$ cat src/core/cp_dbg_map.svh
// Register map and timing constants of the protection debug/status bank.
// Assumes a 100 MHz clock; included by bare name.
`ifndef CP_DBG_MAP_SVH
`define CP_DBG_MAP_SVH
// Printed offsets are not all word multiples: these are register indices
`define IDX_DEBUG_MIRROR   8'hc0
`define IDX_DEBUG_LOCAL    8'hc1
`define IDX_STATUS         8'hc4
`define IDX_IRQ_MASK       8'hc5
`define IDX_IRQ_STATUS     8'hc6
// Mirror fields
`define BIT_TO_DIS         6
`define BIT_CHK_EN         3
`define BIT_FAST_VERIFY    2
`define BIT_SPEEDUP        1
`define BIT_FAST_I2C       0
`define MIRROR_MASK        8'h4f
// Local fields
`define BIT_NO_DECRYPT     1
`define BIT_REENABLE       0
`define LOCAL_MASK         8'h03
`define LOCAL_RST          8'h00
// Status / interrupt fields
`define BIT_CHK_ERR        1
`define BIT_AUTH_DONE      0
`define STS_RST            8'h00
// Interrupt event bits: 0 authenticated, 1 checksum error, 2 auth lost
`define IRQ_W              3
// Timing
`define CLK_MHZ            100
`define BUS_IDLE_MS        1000
`define SPEEDUP_SHIFT      4
`define FRAMES_FAST_P      8'd2
`define FRAMES_FAST_R      8'd16
`define FRAMES_SLOW_P      8'd16
`define FRAMES_SLOW_R      8'd128
`endif

$ cat src/core/cp_dbg_pkg.sv
// Types shared by the protection debug/status bank.
// Assumes cp_dbg_map.svh is on the include path.
package cp_dbg_pkg;
    typedef enum logic [2:0] {
        AHB_IDLE = 3'b001,
        AHB_WR   = 3'b010,
        AHB_RD   = 3'b100
    } ahb_state_t;
    typedef enum logic [2:0] {
        AU_IDLE = 3'b001,
        AU_RUN  = 3'b010,
        AU_DONE = 3'b100
    } auth_state_t;
endpackage : cp_dbg_pkg

$ cat src/core/line_sum_if.sv
// Channel checksum lane bundle between bank top and checksum lanes.
// Assumes one clock owned by the instantiating module.
`timescale 1ns/1ns
`default_nettype none
interface line_sum_if;
    logic       clear;
    logic       pix_vld;
    logic [7:0] pix;
    logic [7:0] sum;
    modport top  (output clear, output pix_vld, output pix, input sum);
    modport lane (input clear, input pix_vld, input pix, output sum);
endinterface : line_sum_if
`default_nettype wire

$ cat src/core/line_sum_lane.sv
// One colour channel ones-complement running sum.
// Assumes clear and pix_vld are on clk_i and never high together.
`timescale 1ns/1ns
`default_nettype none
module line_sum_lane
    import cp_dbg_pkg::*;
(
    input  wire logic clk_i,    // Clock
    input  wire logic rst_n_i,  // Async reset, active low
    line_sum_if.lane  ls        // Lane bundle
);
    typedef struct packed {
        logic [7:0] sum;
    } lane_state_t;
    lane_state_t st_r;
    lane_state_t st_nxt;
    logic [8:0]  add;

    always_comb begin
        st_nxt = st_r;
        add    = {1'b0, st_r.sum} + {1'b0, ls.pix};
        if (ls.clear) begin
            st_nxt.sum = 8'h00;
        end else if (ls.pix_vld) begin
            // End-around carry
            st_nxt.sum = add[7:0] + {7'h00, add[8]};
        end
    end

    always_ff @(posedge clk_i or negedge rst_n_i) begin
        if (!rst_n_i) begin
            st_r <= '0;
        end else begin
            st_r <= st_nxt;
        end
    end

    assign ls.sum = ~st_r.sum;
endmodule : line_sum_lane
`default_nettype wire

$ cat src/core/cp_dbg_bank.sv
// Protection-channel debug, control and status register bank with line checksum check.
// Assumes an AHB-Lite master on clk_i; link-side inputs synchronous except mirror bits.
// Functional notes
// - Protection bus controller frees the bus after over 1 s idle when timeout enabled.
// - Timeout disable set: never assume bus free from inactivity.
// - Checksum enabled: per-channel 8-bit ones-complement sum follows each active line.
// - Fast verify set: frame check every 2 frames, integrity every 16.
// - Fast verify clear: frame check every 16 frames, integrity every 128.
// - Timer speed-up makes authentication timers run faster.
// - Bus fast timing set selects fast mode, clear selects standard mode.
// - Mirror debug bits are read-only copies of transmitter settings.
// - Bypass-decrypt set outputs encrypted pixels, everything else normal.
// - Policy 1 skips re-enabling downstream; 0 re-enables at each auth start.
// - Checksum mismatch sets checksum error while checksum is enabled.
// - Any write to status clears checksum error.
// - Authenticated bit sets on successful authentication.
// - Authenticated bit clears on loss or restart of authentication.
//
// Added by the designer: the AHB-Lite interface to the registers.
`timescale 1ns/1ns
`default_nettype none
`include "cp_dbg_map.svh"
module cp_dbg_bank
    import cp_dbg_pkg::*;
#(
    parameter int unsigned BUS_IDLE_CYC = `BUS_IDLE_MS * 1000 * `CLK_MHZ
) (
    input  wire logic        clk_i,           // 100 MHz clock
    input  wire logic        rst_n_i,         // Async reset, active low
    input  wire logic        hsel_i,          // AHB slave select
    input  wire logic [31:0] haddr_i,         // AHB address
    input  wire logic [1:0]  htrans_i,        // AHB transfer type
    input  wire logic        hwrite_i,        // AHB write
    input  wire logic [2:0]  hsize_i,         // AHB size
    input  wire logic [31:0] hwdata_i,        // AHB write data
    input  wire logic        hready_i,        // AHB bus ready
    output logic      [31:0] hrdata_o,        // AHB read data
    output logic             hreadyout_o,     // AHB slave ready
    output logic             hresp_o,         // AHB response (OKAY)
    output logic             irq_o,           // Interrupt, level
    input  wire logic [7:0]  tx_debug_i,      // Transmitter debug setting bits
    input  wire logic        bus_activity_i,  // Protection bus signalling seen
    output logic             bus_free_o,      // Protection bus assumed free
    output logic             bus_fast_timing_o, // Fast-mode bus timing select
    input  wire logic        frame_start_i,   // Frame start pulse
    output logic             frame_check_due_o,   // Recompute frame check value
    output logic             link_integrity_due_o, // Recompute link integrity value
    output logic             timer_tick_o,    // Authentication timer tick
    input  wire logic        auth_start_i,    // Authentication start pulse
    input  wire logic        auth_ok_i,       // Authentication success pulse
    input  wire logic        auth_lost_i,     // Authentication lost pulse
    input  wire logic        ds_enabled_i,    // Downstream already protected
    output logic             ds_enable_o,     // Enable downstream protection pulse
    input  wire logic        pix_vld_i,       // Active pixel valid
    input  wire logic        line_end_i,      // End of active line pulse
    input  wire logic        chk_vld_i,       // Received checksum valid
    input  wire logic [23:0] chk_i,           // Received checksums
    input  wire logic [23:0] pix_dec_i,       // Decrypted pixel
    input  wire logic [23:0] pix_enc_i,       // Encrypted pixel
    output logic      [23:0] rgb_o            // Colour output
);
    typedef struct packed {
        ahb_state_t  ahb;
        logic [7:0]  idx;
        logic [7:0]  local_reg;
        logic        chk_err;
        logic        auth_done;
        logic [`IRQ_W-1:0] irq_sts;
        logic [`IRQ_W-1:0] irq_mask;
        logic [31:0] rdata;
        logic [31:0] idle_cnt;
        logic        bus_free;
        logic [7:0]  frame_cnt;
        logic        fc_due;
        logic        li_due;
        logic [7:0]  tmr_div;
        logic        tmr_tick;
        auth_state_t au;
        logic        ds_en;
        logic        chk_pend;
        logic [23:0] rgb;
    } bank_state_t;

    bank_state_t st_r;
    bank_state_t st_nxt;
    logic [7:0]  mir_s1_r;
    logic [7:0]  mir_s2_r;
    logic [23:0] sums;
    logic        lane_clear;
    logic        sum_ok;
    logic        addr_ph;
    logic [7:0]  addr_idx;
    logic [7:0]  p_per;
    logic [7:0]  r_per;
    logic [7:0]  tmr_lim;
    logic [`IRQ_W-1:0] ev;

    line_sum_if ls_if [3] ();

    for (genvar g = 0; g < 3; g++) begin : g_lane
        assign ls_if[g].clear   = lane_clear;
        assign ls_if[g].pix_vld = pix_vld_i;
        assign ls_if[g].pix     = pix_dec_i[g*8 +: 8];
        assign sums[g*8 +: 8]   = ls_if[g].sum;
        line_sum_lane u_lane (
            .clk_i   (clk_i),
            .rst_n_i (rst_n_i),
            .ls      (ls_if[g])
        );
    end

    // Mirror bits come from the link side
    always_ff @(posedge clk_i or negedge rst_n_i) begin
        if (!rst_n_i) begin
            mir_s1_r <= 8'h00;
            mir_s2_r <= 8'h00;
        end else begin
            mir_s1_r <= tx_debug_i & `MIRROR_MASK;
            mir_s2_r <= mir_s1_r;
        end
    end

    assign addr_idx   = haddr_i[9:2];
    assign addr_ph    = hsel_i && hready_i && htrans_i[1];
    assign lane_clear = st_r.chk_pend && chk_vld_i;
    assign sum_ok     = (sums == chk_i);
    assign p_per      = mir_s2_r[`BIT_FAST_VERIFY] ? `FRAMES_FAST_P : `FRAMES_SLOW_P;
    assign r_per      = mir_s2_r[`BIT_FAST_VERIFY] ? `FRAMES_FAST_R : `FRAMES_SLOW_R;
    assign tmr_lim    = mir_s2_r[`BIT_SPEEDUP] ? (8'hff >> `SPEEDUP_SHIFT) : 8'hff;

    always_comb begin
        st_nxt          = st_r;
        st_nxt.fc_due   = 1'b0;
        st_nxt.li_due   = 1'b0;
        st_nxt.tmr_tick = 1'b0;
        st_nxt.ds_en    = 1'b0;
        ev              = '0;

        // Bus idle timeout
        if (bus_activity_i || mir_s2_r[`BIT_TO_DIS]) begin
            st_nxt.idle_cnt = 32'h0;
            st_nxt.bus_free = 1'b0;
        end else if (st_r.idle_cnt >= BUS_IDLE_CYC) begin
            st_nxt.bus_free = 1'b1;
        end else begin
            st_nxt.idle_cnt = st_r.idle_cnt + 32'h1;
        end

        // Frame cadence
        if (frame_start_i) begin
            st_nxt.frame_cnt = (st_r.frame_cnt + 8'h1 >= r_per) ? 8'h00
                             : st_r.frame_cnt + 8'h1;
            // Wrap also forces a frame check so a mode change keeps both on one grid
            st_nxt.fc_due    = (((st_r.frame_cnt + 8'h1) & (p_per - 8'h1)) == 8'h00)
                             || (st_r.frame_cnt + 8'h1 >= r_per);
            st_nxt.li_due    = (st_r.frame_cnt + 8'h1 >= r_per);
        end

        // Authentication timer tick
        if (st_r.tmr_div >= tmr_lim) begin
            st_nxt.tmr_div  = 8'h00;
            st_nxt.tmr_tick = 1'b1;
        end else begin
            st_nxt.tmr_div = st_r.tmr_div + 8'h1;
        end

        // Authentication state
        case (st_r.au)
            AU_IDLE: begin
                if (auth_start_i) begin
                    st_nxt.au = AU_RUN;
                end
            end
            AU_RUN: begin
                if (auth_lost_i) begin
                    st_nxt.au = AU_IDLE;
                end else if (auth_ok_i) begin
                    st_nxt.au = AU_DONE;
                end
            end
            AU_DONE: begin
                if (auth_lost_i) begin
                    st_nxt.au = AU_IDLE;
                end else if (auth_start_i) begin
                    st_nxt.au = AU_RUN;
                end
            end
            default: st_nxt.au = AU_IDLE;
        endcase
        if (auth_start_i) begin
            st_nxt.ds_en = !(st_r.local_reg[`BIT_REENABLE] && ds_enabled_i);
        end
        if (auth_lost_i || auth_start_i) begin
            st_nxt.auth_done = 1'b0;
            ev[2]         = auth_lost_i;
        end else if (auth_ok_i && st_r.au == AU_RUN) begin
            st_nxt.auth_done = 1'b1;
            ev[0]         = 1'b1;
        end

        // Line checksum
        if (line_end_i && mir_s2_r[`BIT_CHK_EN]) begin
            st_nxt.chk_pend = 1'b1;
        end
        if (lane_clear) begin
            st_nxt.chk_pend = 1'b0;
        end

        // Pixel output
        st_nxt.rgb = st_r.local_reg[`BIT_NO_DECRYPT] ? pix_enc_i : pix_dec_i;

        // AHB slave
        case (st_r.ahb)
            AHB_WR: begin
                if (st_r.idx == `IDX_DEBUG_LOCAL) begin
                    st_nxt.local_reg = hwdata_i[7:0] & `LOCAL_MASK;
                end
                if (st_r.idx == `IDX_STATUS) begin
                    st_nxt.chk_err = 1'b0;
                end
                if (st_r.idx == `IDX_IRQ_MASK) begin
                    st_nxt.irq_mask = hwdata_i[`IRQ_W-1:0];
                end
            end
            AHB_RD: begin
                if (st_r.idx == `IDX_IRQ_STATUS) begin
                    // Clear only bits returned; events after the address phase survive
                    st_nxt.irq_sts = st_r.irq_sts & ~st_r.rdata[`IRQ_W-1:0];
                end
            end
            AHB_IDLE: ;
            default: st_nxt.ahb = AHB_IDLE;
        endcase
        st_nxt.ahb = AHB_IDLE;
        if (addr_ph) begin
            st_nxt.ahb   = hwrite_i ? AHB_WR : AHB_RD;
            st_nxt.idx   = addr_idx;
            st_nxt.rdata = 32'h0;
            if (!hwrite_i) begin
                case (addr_idx)
                    `IDX_DEBUG_MIRROR: st_nxt.rdata = {24'h0, mir_s2_r};
                    `IDX_DEBUG_LOCAL:  st_nxt.rdata = {24'h0, st_r.local_reg};
                    `IDX_STATUS:       st_nxt.rdata = {30'h0, st_r.chk_err, st_r.auth_done};
                    `IDX_IRQ_MASK:     st_nxt.rdata = {29'h0, st_r.irq_mask};
                    `IDX_IRQ_STATUS:   st_nxt.rdata = {29'h0, st_r.irq_sts};
                    default:           st_nxt.rdata = 32'h0;
                endcase
            end
        end

        // Set wins over software clear
        if (lane_clear && !sum_ok && mir_s2_r[`BIT_CHK_EN]) begin
            st_nxt.chk_err = 1'b1;
            ev[1]          = 1'b1;
        end
        st_nxt.irq_sts = st_nxt.irq_sts | ev;
    end

    always_ff @(posedge clk_i or negedge rst_n_i) begin
        if (!rst_n_i) begin
            st_r       <= '0;
            st_r.ahb   <= AHB_IDLE;
            st_r.au    <= AU_IDLE;
        end else begin
            st_r <= st_nxt;
        end
    end

    assign hrdata_o             = st_r.rdata;
    assign hreadyout_o          = 1'b1;
    assign hresp_o              = 1'b0;
    assign irq_o                = |(st_r.irq_sts & st_r.irq_mask);
    assign bus_free_o           = st_r.bus_free;
    assign bus_fast_timing_o    = mir_s2_r[`BIT_FAST_I2C];
    assign frame_check_due_o    = st_r.fc_due;
    assign link_integrity_due_o = st_r.li_due;
    assign timer_tick_o         = st_r.tmr_tick;
    assign ds_enable_o          = st_r.ds_en;
    assign rgb_o                = st_r.rgb;
endmodule : cp_dbg_bank
`default_nettype wire

$ cat config.mk
export PLATFORM = sky130hd
export DESIGN_NAME = cp_dbg_bank
export DESIGN_NICKNAME = d
export VERILOG_FILES = /design/src/core/cp_dbg_pkg.sv /design/src/core/line_sum_if.sv /design/src/core/line_sum_lane.sv /design/src/core/cp_dbg_bank.sv
export VERILOG_INCLUDE_DIRS = /design/src /design/src/core
export SDC_FILE = /design/constraint.sdc
export NUM_CORES = 1
export LEC_CHECK = 0
export ABC_AREA = 1
export BUFFER_PORTS_ARGS = -buffer_cell sky130_fd_sc_hd__buf_4
export CELL_PAD_IN_SITES_DETAIL_PLACEMENT = 1
export CELL_PAD_IN_SITES_GLOBAL_PLACEMENT = 2
export CORE_AREA = 4 4 179 181
export DETAILED_ROUTE_END_ITERATION = 10
export DIE_AREA = 0 0 183 185
export PLACE_DENSITY = 0.81
export SYNTH_ARGS = -nofsm -noshare
export SYNTH_HDL_FRONTEND = slang
export SYNTH_SLANG_ARGS = --single-unit
$ cat constraint.sdc
create_clock -name clk_i -period 2.6 [get_ports clk_i]
set_input_delay 0.39 -clock clk_i [delete_from_list [all_inputs] [get_ports clk_i]]
set_output_delay 0.39 -clock clk_i [all_outputs]
set_load 0.02 [all_outputs]
==> impl_metrics.env, run 1 <==
export IMPL_outcome="finished, final reports clean"
export IMPL_min_from="tx_debug_i[1]"
export IMPL_pin_count=228
export IMPL_port_buffers=138
export IMPL_final_nets=1577
export IMPL_place_gp_congestion=0.826
export IMPL_endpoint_kind="flip-flop"
export IMPL_via_count=8340
export IMPL_clock_sinks=141
export IMPL_p_switching_uw=3380
export IMPL_worstMarginPinSlew_ns=0.728
export IMPL_required_ns=2.95
export IMPL_cts_inserted_buffers=17
export IMPL_ys_seq_elements=141
export IMPL_top_usage_layer="met2"
export IMPL_cap_violations=0
export IMPL_drt_total_wl_um=27900
export IMPL_grt_pass1_wl_um=45600
export IMPL_antenna_found_initial=0
export IMPL_final_common_cell="nand2_1"
export IMPL_start_util=0.295
export IMPL_worst_ir_drop_vdd_uv=430
export IMPL_grt_use_met1=0.219
export IMPL_intPower_uw=5470
export IMPL_clockRootBuffer="clkbuf_16"
export IMPL_die_h_um=185
export IMPL_multi_input_area_sq_mm=0.00474
export IMPL_dp_hpwl_um=21800
export IMPL_synthDistinctLibCells=39
export IMPL_worstReg2RegStart="g_lane[2].u_lane.st_r[5]$_DFFE_PN0P_"
export IMPL_relSlewSlack=0.514
export IMPL_core_area_sq_mm=0.0304
export IMPL_use_met2=0.290
export IMPL_pre_cts_slack_ns=-0.165
export IMPL_worstSetupPathType="reg -> reg"
export IMPL_drcViolationCount=0
export IMPL_die_area_sq_mm=0.0339
export IMPL_clk_pin_slew_ns=0.08
export IMPL_tritoncts="yes"
export IMPL_gr_total_overflow=0
export IMPL_fmax_mhz=413
export IMPL_p_clk_frac=0.287
export IMPL_p_leak_uw=0.00581
export IMPL_setup_violations_final=0
export IMPL_met3_usage=0.0295
export IMPL_clock_latency_ns=0.43
export IMPL_drive_gt1_frac=0.202
export IMPL_netSwitchingFraction=0.382
export IMPL_drv_slew=0
export IMPL_worstPathMaxFanout=3
export IMPL_die_w_um=183
export IMPL_grt_use_total=0.167
export IMPL_setup_ws_ns=0.179
export IMPL_ys_warn_count=0
export IMPL_wl_per_cell_um=15.6
export IMPL_fill_cells=3749
export IMPL_fin_skew_ns=0.0159
export IMPL_num_antenna_cells=0
export IMPL_cp_data_arrival_time_ns=2.77
export IMPL_row_count=64
export IMPL_min_path_type="in -> reg"
export IMPL_finalHoldViolations=0
export IMPL_layout_common_cells="381 x nand2_1, 196 x buf_4, 139 x dfrtp_1"
export IMPL_ys_seq_area_frac=0.393
export IMPL_h_tree_depth=4
export IMPL_cp_start_kind="flip-flop"
export IMPL_drtPass1Iterations=4
export IMPL_combPwrFrac=0.396
export IMPL_startpoint="g_lane[2].u_lane.st_r[5]$_DFFE_PN0P_"
export IMPL_area_growth_pct=26.2
export IMPL_drt_antenna_violating_nets=0
export IMPL_grt_max_degree=57
export IMPL_regArea_sq_mm=0.00353
export IMPL_grt_pass1_vias=8846
export IMPL_timing_final_crit_share=0.931
export IMPL_synth_avg_cell_area_sq_um=7.44
export IMPL_fin_setup_tns_ns=0
export IMPL_drtIter0Drc=385
export IMPL_total_power_uw=8860
export IMPL_via_per_inst=4.69
export IMPL_power_density_mw_per_mm2=781
export IMPL_fin_crit_ns=2.42
export IMPL_synth_area_sq_mm=0.00898
export IMPL_seqPwrFrac=0.316
export IMPL_cts_buffer_depth=2
export IMPL_synth_cells=1208
synthesized netlist by cell type (all sizes together):
library cell	count	share of area
mux2	1	0.0013
o31ai	3	0.0025
ha	40	0.056
and3	1	0.00070
nor3	20	0.012
a22o	8	0.0078
a31oi	1	0.00070
o41ai	1	0.00098
inv	116	0.049
o21bai	3	0.0025
o21a	1	0.00084
conb	2	0.00084
xnor2	5	0.0049
fa	3	0.0067
nand3	129	0.072
clkbuf	12	0.0050
nor3b	5	0.0042
buf	71	0.059
o21ai	41	0.023
xor2	32	0.031
a21oi	20	0.012
o211ai	1	0.00084
dfrtp	139	0.39
nand4	48	0.033
a21o	7	0.0059
nor2	104	0.045
or2	2	0.0014
o221ai	1	0.0017
o22ai	1	0.00070
nand2	381	0.16
nand3b	7	0.0059
dfstp	2	0.0059
worst paths after layout:
path / cells after the start / slack [ns] / to
max in group asynchronous: 3 / 1.39 / st_r[26]$_DFFE_PN1P_
min: 1 / 0.06 / mir_s1_r[1]$_DFF_PN0_
min reg2reg: 0 / 0.35 / mir_s2_r[0]$_DFF_PN0_
min in group asynchronous: 2 / 0.51 / mir_s2_r[6]$_DFF_PN0_
max reg2reg: 15 / 0.18 / g_lane[2].u_lane.st_r[6]$_DFFE_PN0P_
max: 15 / 0.18 / g_lane[2].u_lane.st_r[6]$_DFFE_PN0P_
metrics by stage:
stage	cells	util	area [sq um]	hold slack [ns]
CTS	1776	0.365	11100	0.0462
finish	1780	0.373	11300	0.0626
floorplan	1235	-	9080	0.0944
global placement	1743	0.345	10500	0.334
detailed placement	1743	0.345	10500	0.338
global route	1780	0.373	11300	0.0402
sequential cells by signal (all words and copies together), names as in the netlist:
| name | flops |
|---|---|
| g_lane.u_lane.st_r | 24 |
| bus_free_o | 1 |
| mir_s1_r | 5 |
| timer_tick_o | 1 |
| st_r | 73 |
| rgb_o | 24 |
| frame_check_due_o | 1 |
| link_integrity_due_o | 1 |
| mir_s2_r | 5 |
| hrdata_o | 5 |
| ds_enable_o | 1 |
timing repair:
| action | 4_1_cts | 5_1_grt |
|---|---|---|
| endpoints found under the setup margin | 2 | 15 |
| resized for setup | 2 | 46 |
| setup buffers | 0 | 4 |
| gates cloned | 0 | 0 |
| hold buffers | 1 | 0 |
| hold endpoints to repair | 54 | 0 |
| pin swaps | 0 | 10 |
critical path, cell delays in order, from the launching register on:
cell and delay, ns:
dfrtp_1 0.43, ha_4 0.30, nand2_1 0.05, inv_1 0.06, nand3_1 0.11, nand3_1 0.12
a21oi_1 0.08, o21bai_1 0.22, ha_2 0.22, ha_2 0.17, inv_1 0.05, nor2_2 0.11
nand3_2 0.11, o21ai_1 0.14, nand2_1 0.06, o21ai_1 0.12
cell families after synthesis:
logic type / Yosys count / synth area share
DFF: 141 / 0.393
AOI/OAI and AO/OA: 88 / 0.0596
other: 2 / 0.000836
and+or+nand+nor: 697 / 0.333
xor gates and xnor gates: 37 / 0.0361
muxes: 1 / 0.00125
buffers and inverters: 199 / 0.114
adders and majority gates: 43 / 0.0624
metal layers:
layer	wire length, um	up-vias	share of wire
met1	12900	4017	0.46
li1	-	4173	-
met4	206	0	0.0074
met3	1240	10	0.045
met5	0	-	0
met2	13500	140	0.49
power by group through the flow:
stage | Combinational (uW) | Clock (uW) | Sequential (uW)
global route | 4010 | 2730 | 2850
global placement | 3160 | 0 | 2820
floorplan | 2100 | 0 | 2770
finish | 3510 | 2540 | 2800
CTS | 3310 | 2620 | 2800
detailed placement | 3280 | 0 | 2830
area by class of cell:
type / instances / share of cell area
multi-input combinational: 895 / 0.418
sequential: 141 / 0.311
clock buffer: 19 / 0.0391
inverter: 116 / 0.0388
clock inverter: 13 / 0.0135
tap: 396 / 0.0437
timing repair buffer: 200 / 0.135
(Power assumes the default switching activity.)
==> run 2, diff against run 1 <==
CORE_AREA = 2 2 177 179   (was 4 4 179 181)
DIE_AREA = 0 0 179 181   (was 0 0 183 185)
PLACE_DENSITY = 0.76   (was 0.81)
SLEW_MARGIN = 20   (was not set)
==> run 2 against run 1 <==
Net effect: final cell count stayed put; sequential share of layout area about the same; hold slack worse by 0.0051 ns; clock skew increased by 0.00077 ns; setup slack got worse by 0.018 ns; power rose by 0.40%; sequential power about the same; routed wire length down 0.97%; die area decreased by 4.3%; critical path depth unchanged; maximum frequency is 0.72% lower; largest power group unchanged; highest routed layer unchanged.
==> impl_metrics.env, run 2 (synthesized netlist as in run 1, its figures left out) <==
export IMPL_cp_data_arrival_time_ns=2.75
export IMPL_tritoncts="yes"
export IMPL_cp_num_cells=15
export IMPL_drcViolationCount=0
export IMPL_num_antenna_cells=0
export IMPL_hold_path_depth=1
export IMPL_grt_pass1_wl_um=44700
export IMPL_layout_common_cells="381 x nand2_1, 196 x buf_4, 139 x dfrtp_1"
export IMPL_path_buf_inv=2
export IMPL_finalHoldViolations=0
export IMPL_met3_usage=0.0257
export IMPL_port_buffers=138
export IMPL_required_ns=2.91
export IMPL_largest_register="st_r"
export IMPL_top_usage_layer="met2"
export IMPL_via_count=8334
export IMPL_netSwitchingFraction=0.392
export IMPL_core_area_sq_mm=0.0303
export IMPL_placedCellCount=1745
export IMPL_design_area_sq_mm=0.0113
export IMPL_pin_count=228
export IMPL_fill_cells=3754
export IMPL_clock_sinks=141
export IMPL_clock_latency_ns=0.43
export IMPL_fin_setup_tns_ns=0
export IMPL_grt_use_met1=0.233
export IMPL_cts_inserted_buffers=17
export IMPL_die_w_um=179
export IMPL_reg2reg_slack_ns=0.16
export IMPL_drv_slew=0
export IMPL_intPower_uw=5400
export IMPL_final_nets=1577
export IMPL_regArea_sq_mm=0.00353
export IMPL_drive_gt1_frac=0.200
export IMPL_clk_pin_slew_ns=0.08
export IMPL_via_per_inst=4.68
export IMPL_row_count=64
export IMPL_drtIter0Drc=338
export IMPL_drt_total_wl_um=27600
export IMPL_grt_pass1_vias=8658
export IMPL_fin_skew_ns=0.0167
export IMPL_area_growth_pct=26.2
export IMPL_placed_area_sq_mm=0.0105
export IMPL_worst_ir_drop_vdd_uv=403
export IMPL_wl_per_cell_um=15.5
export IMPL_relSlewSlack=0.583
export IMPL_fin_crit_ns=2.44
export IMPL_final_cells=1780
export IMPL_drtPass1Iterations=5
export IMPL_worstMarginPinSlew_ns=0.623
export IMPL_seqPwrFrac=0.315
export IMPL_critPathSlowestCell="fa_1"
export IMPL_min_path_type="in -> reg"
export IMPL_p_leak_uw=0.00582
export IMPL_gr_total_overflow=0
export IMPL_worstSetupPathType="reg -> reg"
export IMPL_dp_hpwl_um=21300
export IMPL_final_common_cell="nand2_1"
export IMPL_slowest_delay_ns=0.41
export IMPL_power_density_mw_per_mm2=784
export IMPL_antenna_found_initial=0
export IMPL_cap_violations=0
export IMPL_timing_final_crit_share=0.938
export IMPL_grt_use_total=0.175
export IMPL_endpoint_kind="flip-flop"
export IMPL_drt_antenna_violating_nets=0
export IMPL_outcome="finished, final reports clean"
export IMPL_clockRootBuffer="clkbuf_16"
export IMPL_path_cells="ha_1, fa_1, nand3_2, nand3_2, a21oi_1, o21bai_1, ha_2, ha_2, inv_1, nor2_2, buf_4, nand2_1, nand2_1, nand3_1, nand2_1"
export IMPL_use_met2=0.295
export IMPL_worstPathMaxFanout=2
export IMPL_cp_top_family="adder cells"
export IMPL_die_h_um=181
export IMPL_cts_buffer_depth=2
export IMPL_place_gp_congestion=0.824
export IMPL_setup_violations_final=0
export IMPL_cp_start_kind="flip-flop"
export IMPL_p_switching_uw=3490
export IMPL_fmax_mhz=410
export IMPL_r2r_cells=15
export IMPL_grt_max_degree=61
export IMPL_largest_reg_flops=73
export IMPL_p_clk_frac=0.290
export IMPL_combPwrFrac=0.395
export IMPL_h_tree_depth=4
export IMPL_start_util=0.296
export IMPL_total_power_uw=8890
export IMPL_die_area_sq_mm=0.0324
export IMPL_multi_input_area_sq_mm=0.00472
export IMPL_hold_ws_ns=0.0575
export IMPL_path_common_cell="nand2_1"
export IMPL_rsz0062_at_grt="true"
==> run 2: worst paths after layout <==
path	start	end
worst max-delay path	g_lane[2].u_lane.st_r[0]$_DFFE_PN0P_	g_lane[2].u_lane.st_r[4]$_DFFE_PN0P_
worst min-delay path	tx_debug_i[0]	mir_s1_r[0]$_DFF_PN0_
worst max register to register	g_lane[2].u_lane.st_r[0]$_DFFE_PN0P_	g_lane[2].u_lane.st_r[4]$_DFFE_PN0P_
worst min register to register	mir_s1_r[3]$_DFF_PN0_	mir_s2_r[3]$_DFF_PN0_
max in group asynchronous	rst_n_i	st_r[26]$_DFFE_PN1P_
min in group asynchronous	rst_n_i	mir_s2_r[6]$_DFF_PN0_
==> run 2: cell type report <==
class	instances	area share
clock buffer	17	0.0375
clock inverter	15	0.0170
inverter	116	0.0388
multi-input combinational	895	0.416
sequential	141	0.311
tap	396	0.0437
timing repair buffer	200	0.135
==> run 2: power by group through the flow <==
stage               Sequential, uW  Combinational [uW]  Clock [uW]
global placement              2820                3230           0
CTS                           2790                3380        2670
finish                        2800                3510        2580
detailed placement            2820                3340           0
global route                  2840                4040        2750
floorplan                     2770                2100           0
==> run 2: what timing repair did <==
item	CTS	global route
hold endpoints to repair	23	0
pin swaps	4	9
setup endpoints to repair	2	16
gates resized for setup	4	36
buffers inserted	1	1
hold buffers	1	0
==> run 2: per-layer routing <==
layer / up-vias / wire (um) / share of wire
li1: 4166 / - / -
met1: 4019 / 12900 / 0.47
met2: 133 / 13500 / 0.49
met3: 16 / 913 / 0.033
met4: 0 / 278 / 0.010
met5: - / 0 / 0
==> run 2: metrics by stage <==
| step | utilization | setup WS, ns |
|---|---|---|
| 2_1_floorplan | - | 0.296 |
| 3_3_place_gp | 0.346 | -0.0691 |
| 3_5_place_dp | 0.346 | -0.0851 |
| 4_1_cts | 0.368 | 0.00699 |
| 5_1_grt | 0.374 | -0.0265 |
| 6_report | 0.374 | 0.161 |
==> run 2: worst reg2reg max path: stages, from the launching register on <==
cell,delay (ns)
dfrtp_1,0.39
ha_1,0.22
fa_1,0.41
nand3_2,0.12
nand3_2,0.07
a21oi_1,0.14
o21bai_1,0.12
ha_2,0.21
ha_2,0.18
inv_1,0.06
nor2_2,0.04
buf_4,0.13
nand2_1,0.06
nand2_1,0.05
nand3_1,0.06
nand2_1,0.06
==> run 3, diff against run 2 <==
PLACE_DENSITY = not set   (was 0.76)
PLACE_DENSITY_LB_ADDON = 0.1   (was not set)
==> run 3 against run 2 <==
Net effect: cell area hardly changed; utilization barely moved; critical path depth unchanged; power down 1.8%; setup slack improved by 0.037 ns; routed wire length grew 1.0%; global-route usage rose by 0.44 points.
==> impl_metrics.env, run 3 (synthesized netlist as in run 1, its figures left out) <==
export IMPL_grt_use_total=0.179
export IMPL_grt_max_degree=55
export IMPL_place_gp_congestion=0.784
export IMPL_grt_pass1_vias=8542
export IMPL_drv_slew=0
export IMPL_die_h_um=181
export IMPL_total_power_uw=8730
export IMPL_outcome="finished, final reports clean"
export IMPL_timing_final_crit_share=0.924
export IMPL_min_to="mir_s1_r[0]$_DFF_PN0_"
export IMPL_wl_per_cell_um=15.6
export IMPL_endpoint_kind="flip-flop"
export IMPL_clockRootBuffer="clkbuf_16"
export IMPL_worstMarginPinSlew_ns=0.870
export IMPL_worstPathMaxFanout=2
export IMPL_power_density_mw_per_mm2=770
export IMPL_tritoncts="yes"
export IMPL_drive_gt1_frac=0.203
export IMPL_fin_crit_ns=2.40
export IMPL_cp_data_arrival_time_ns=2.72
export IMPL_reg2reg_to="g_lane[1].u_lane.st_r[4]$_DFFE_PN0P_"
export IMPL_drcViolationCount=0
export IMPL_grt_pass1_wl_um=45400
export IMPL_num_antenna_cells=0
export IMPL_worstSetupPathType="reg -> reg"
export IMPL_start_util=0.296
export IMPL_final_common_cell="nand2_1"
export IMPL_cts_inserted_buffers=17
export IMPL_clk_pin_slew_ns=0.07
export IMPL_final_nets=1583
export IMPL_die_area_sq_mm=0.0324
export IMPL_setup_violations_final=0
export IMPL_largest_reg_flops=73
export IMPL_finalHoldViolations=0
export IMPL_clock_latency_ns=0.44
export IMPL_pin_count=228
export IMPL_r2r_cells=15
export IMPL_fmax_mhz=416
export IMPL_h_tree_depth=4
export IMPL_via_count=8289
export IMPL_p_leak_uw=0.00582
export IMPL_layout_common_cells="381 x nand2_1, 201 x buf_4, 139 x dfrtp_1"
export IMPL_gr_total_overflow=0
export IMPL_cp_start_kind="flip-flop"
export IMPL_antenna_found_initial=0
export IMPL_fill_cells=3754
export IMPL_port_buffers=138
export IMPL_core_area_sq_mm=0.0303
export IMPL_hold_path_depth=1
export IMPL_min_path_type="in -> reg"
export IMPL_cts_buffer_depth=2
export IMPL_required_ns=2.92
export IMPL_fin_setup_tns_ns=0
export IMPL_clock_sinks=141
export IMPL_reg2reg_slack_ns=0.20
export IMPL_placed_area_sq_mm=0.0106
export IMPL_drt_total_wl_um=27900
export IMPL_drtIter0Drc=258
export IMPL_via_per_inst=4.64
export IMPL_drtPass1Iterations=4
export IMPL_hold_ws_ns=0.0582
export IMPL_die_w_um=179
export IMPL_min_from="tx_debug_i[0]"
export IMPL_design_area_sq_mm=0.0113
export IMPL_largest_register="st_r"
export IMPL_cap_violations=0
export IMPL_dp_hpwl_um=21900
export IMPL_drt_antenna_violating_nets=0
export IMPL_area_growth_pct=26.2
export IMPL_row_count=64
export IMPL_fin_util=0.373
export IMPL_worst_ir_drop_vdd_uv=467
export IMPL_fin_skew_ns=0.00935
export IMPL_worstReg2RegStart="g_lane[1].u_lane.st_r[0]$_DFFE_PN0P_"
export IMPL_relSlewSlack=0.419
==> run 3: worst max path at each step <==
stage	start	endpoint	cells after the start
2_1_floorplan	pix_dec_i[8]	g_lane[1].u_lane.st_r[6]$_DFFE_PN0P_	14
3_3_place_gp	pix_dec_i[0]	g_lane[0].u_lane.st_r[6]$_DFFE_PN0P_	15
3_5_place_dp	pix_dec_i[21]	g_lane[2].u_lane.st_r[6]$_DFFE_PN0P_	16
4_1_cts	g_lane[0].u_lane.st_r[3]$_DFFE_PN0P_	g_lane[0].u_lane.st_r[6]$_DFFE_PN0P_	15
5_1_grt	g_lane[0].u_lane.st_r[3]$_DFFE_PN0P_	g_lane[0].u_lane.st_r[6]$_DFFE_PN0P_	15
6_report	g_lane[1].u_lane.st_r[0]$_DFFE_PN0P_	g_lane[1].u_lane.st_r[4]$_DFFE_PN0P_	15
==> run 3: final cells by class <==
class	instances	area, sq um	area share
well taps	396	495	0.0437
clock buffers	17	425	0.0375
flip-flops and latches	141	3530	0.312
inverters	116	440	0.0389
multi-input cells	895	4710	0.416
clock inverters	15	141	0.0125
repair buffers	206	1590	0.140
==> run 3: metrics by stage <==
step	instances	setup slack [ns]
4_1_cts	1783	0.0133
3_5_place_dp	1750	-0.149
5_1_grt	1786	-0.00844
2_1_floorplan	1235	0.296
3_3_place_gp	1750	-0.0662
6_report	1786	0.199
==> run 3: routing by layer <==
layer	global-route usage	share of wire
met1	0.246	0.48
met2	0.292	0.48
met3	0.0311	0.030
met4	0.0410	0.010
met5	0	0
==> run 3: worst max-delay path, stage by stage, from the launching register on <==
cell	delay, ns
dfrtp_1	0.39
ha_1	0.22
fa_2	0.36
nand3_1	0.12
nand3_1	0.11
a21oi_2	0.14
o21bai_1	0.10
ha_2	0.18
ha_1	0.19
inv_1	0.07
nor2_2	0.05
buf_4	0.14
nand2_1	0.06
nand2_1	0.05
nand3_1	0.08
nand2_1	0.06
==> run 3: repair_timing <==
item,4_1_cts,5_1_grt
gates cloned,0,0
setup endpoints to repair,1,15
pin swaps,0,7
gates resized for setup,1,37
hold buffers,1,0
endpoints found under the hold margin,36,0
buffers inserted,0,3
==> run 3: power breakdown <==
part | leakage [uW] | switching (uW) | total [uW] | internal (uW)
clock network | 0.000275 | 1150 | 2420 | 1270
registers | 0.00177 | 273 | 2780 | 2510
logic | 0.00377 | 2010 | 3520 | 1510
total | 0.00582 | 3430 | 8730 | 5300
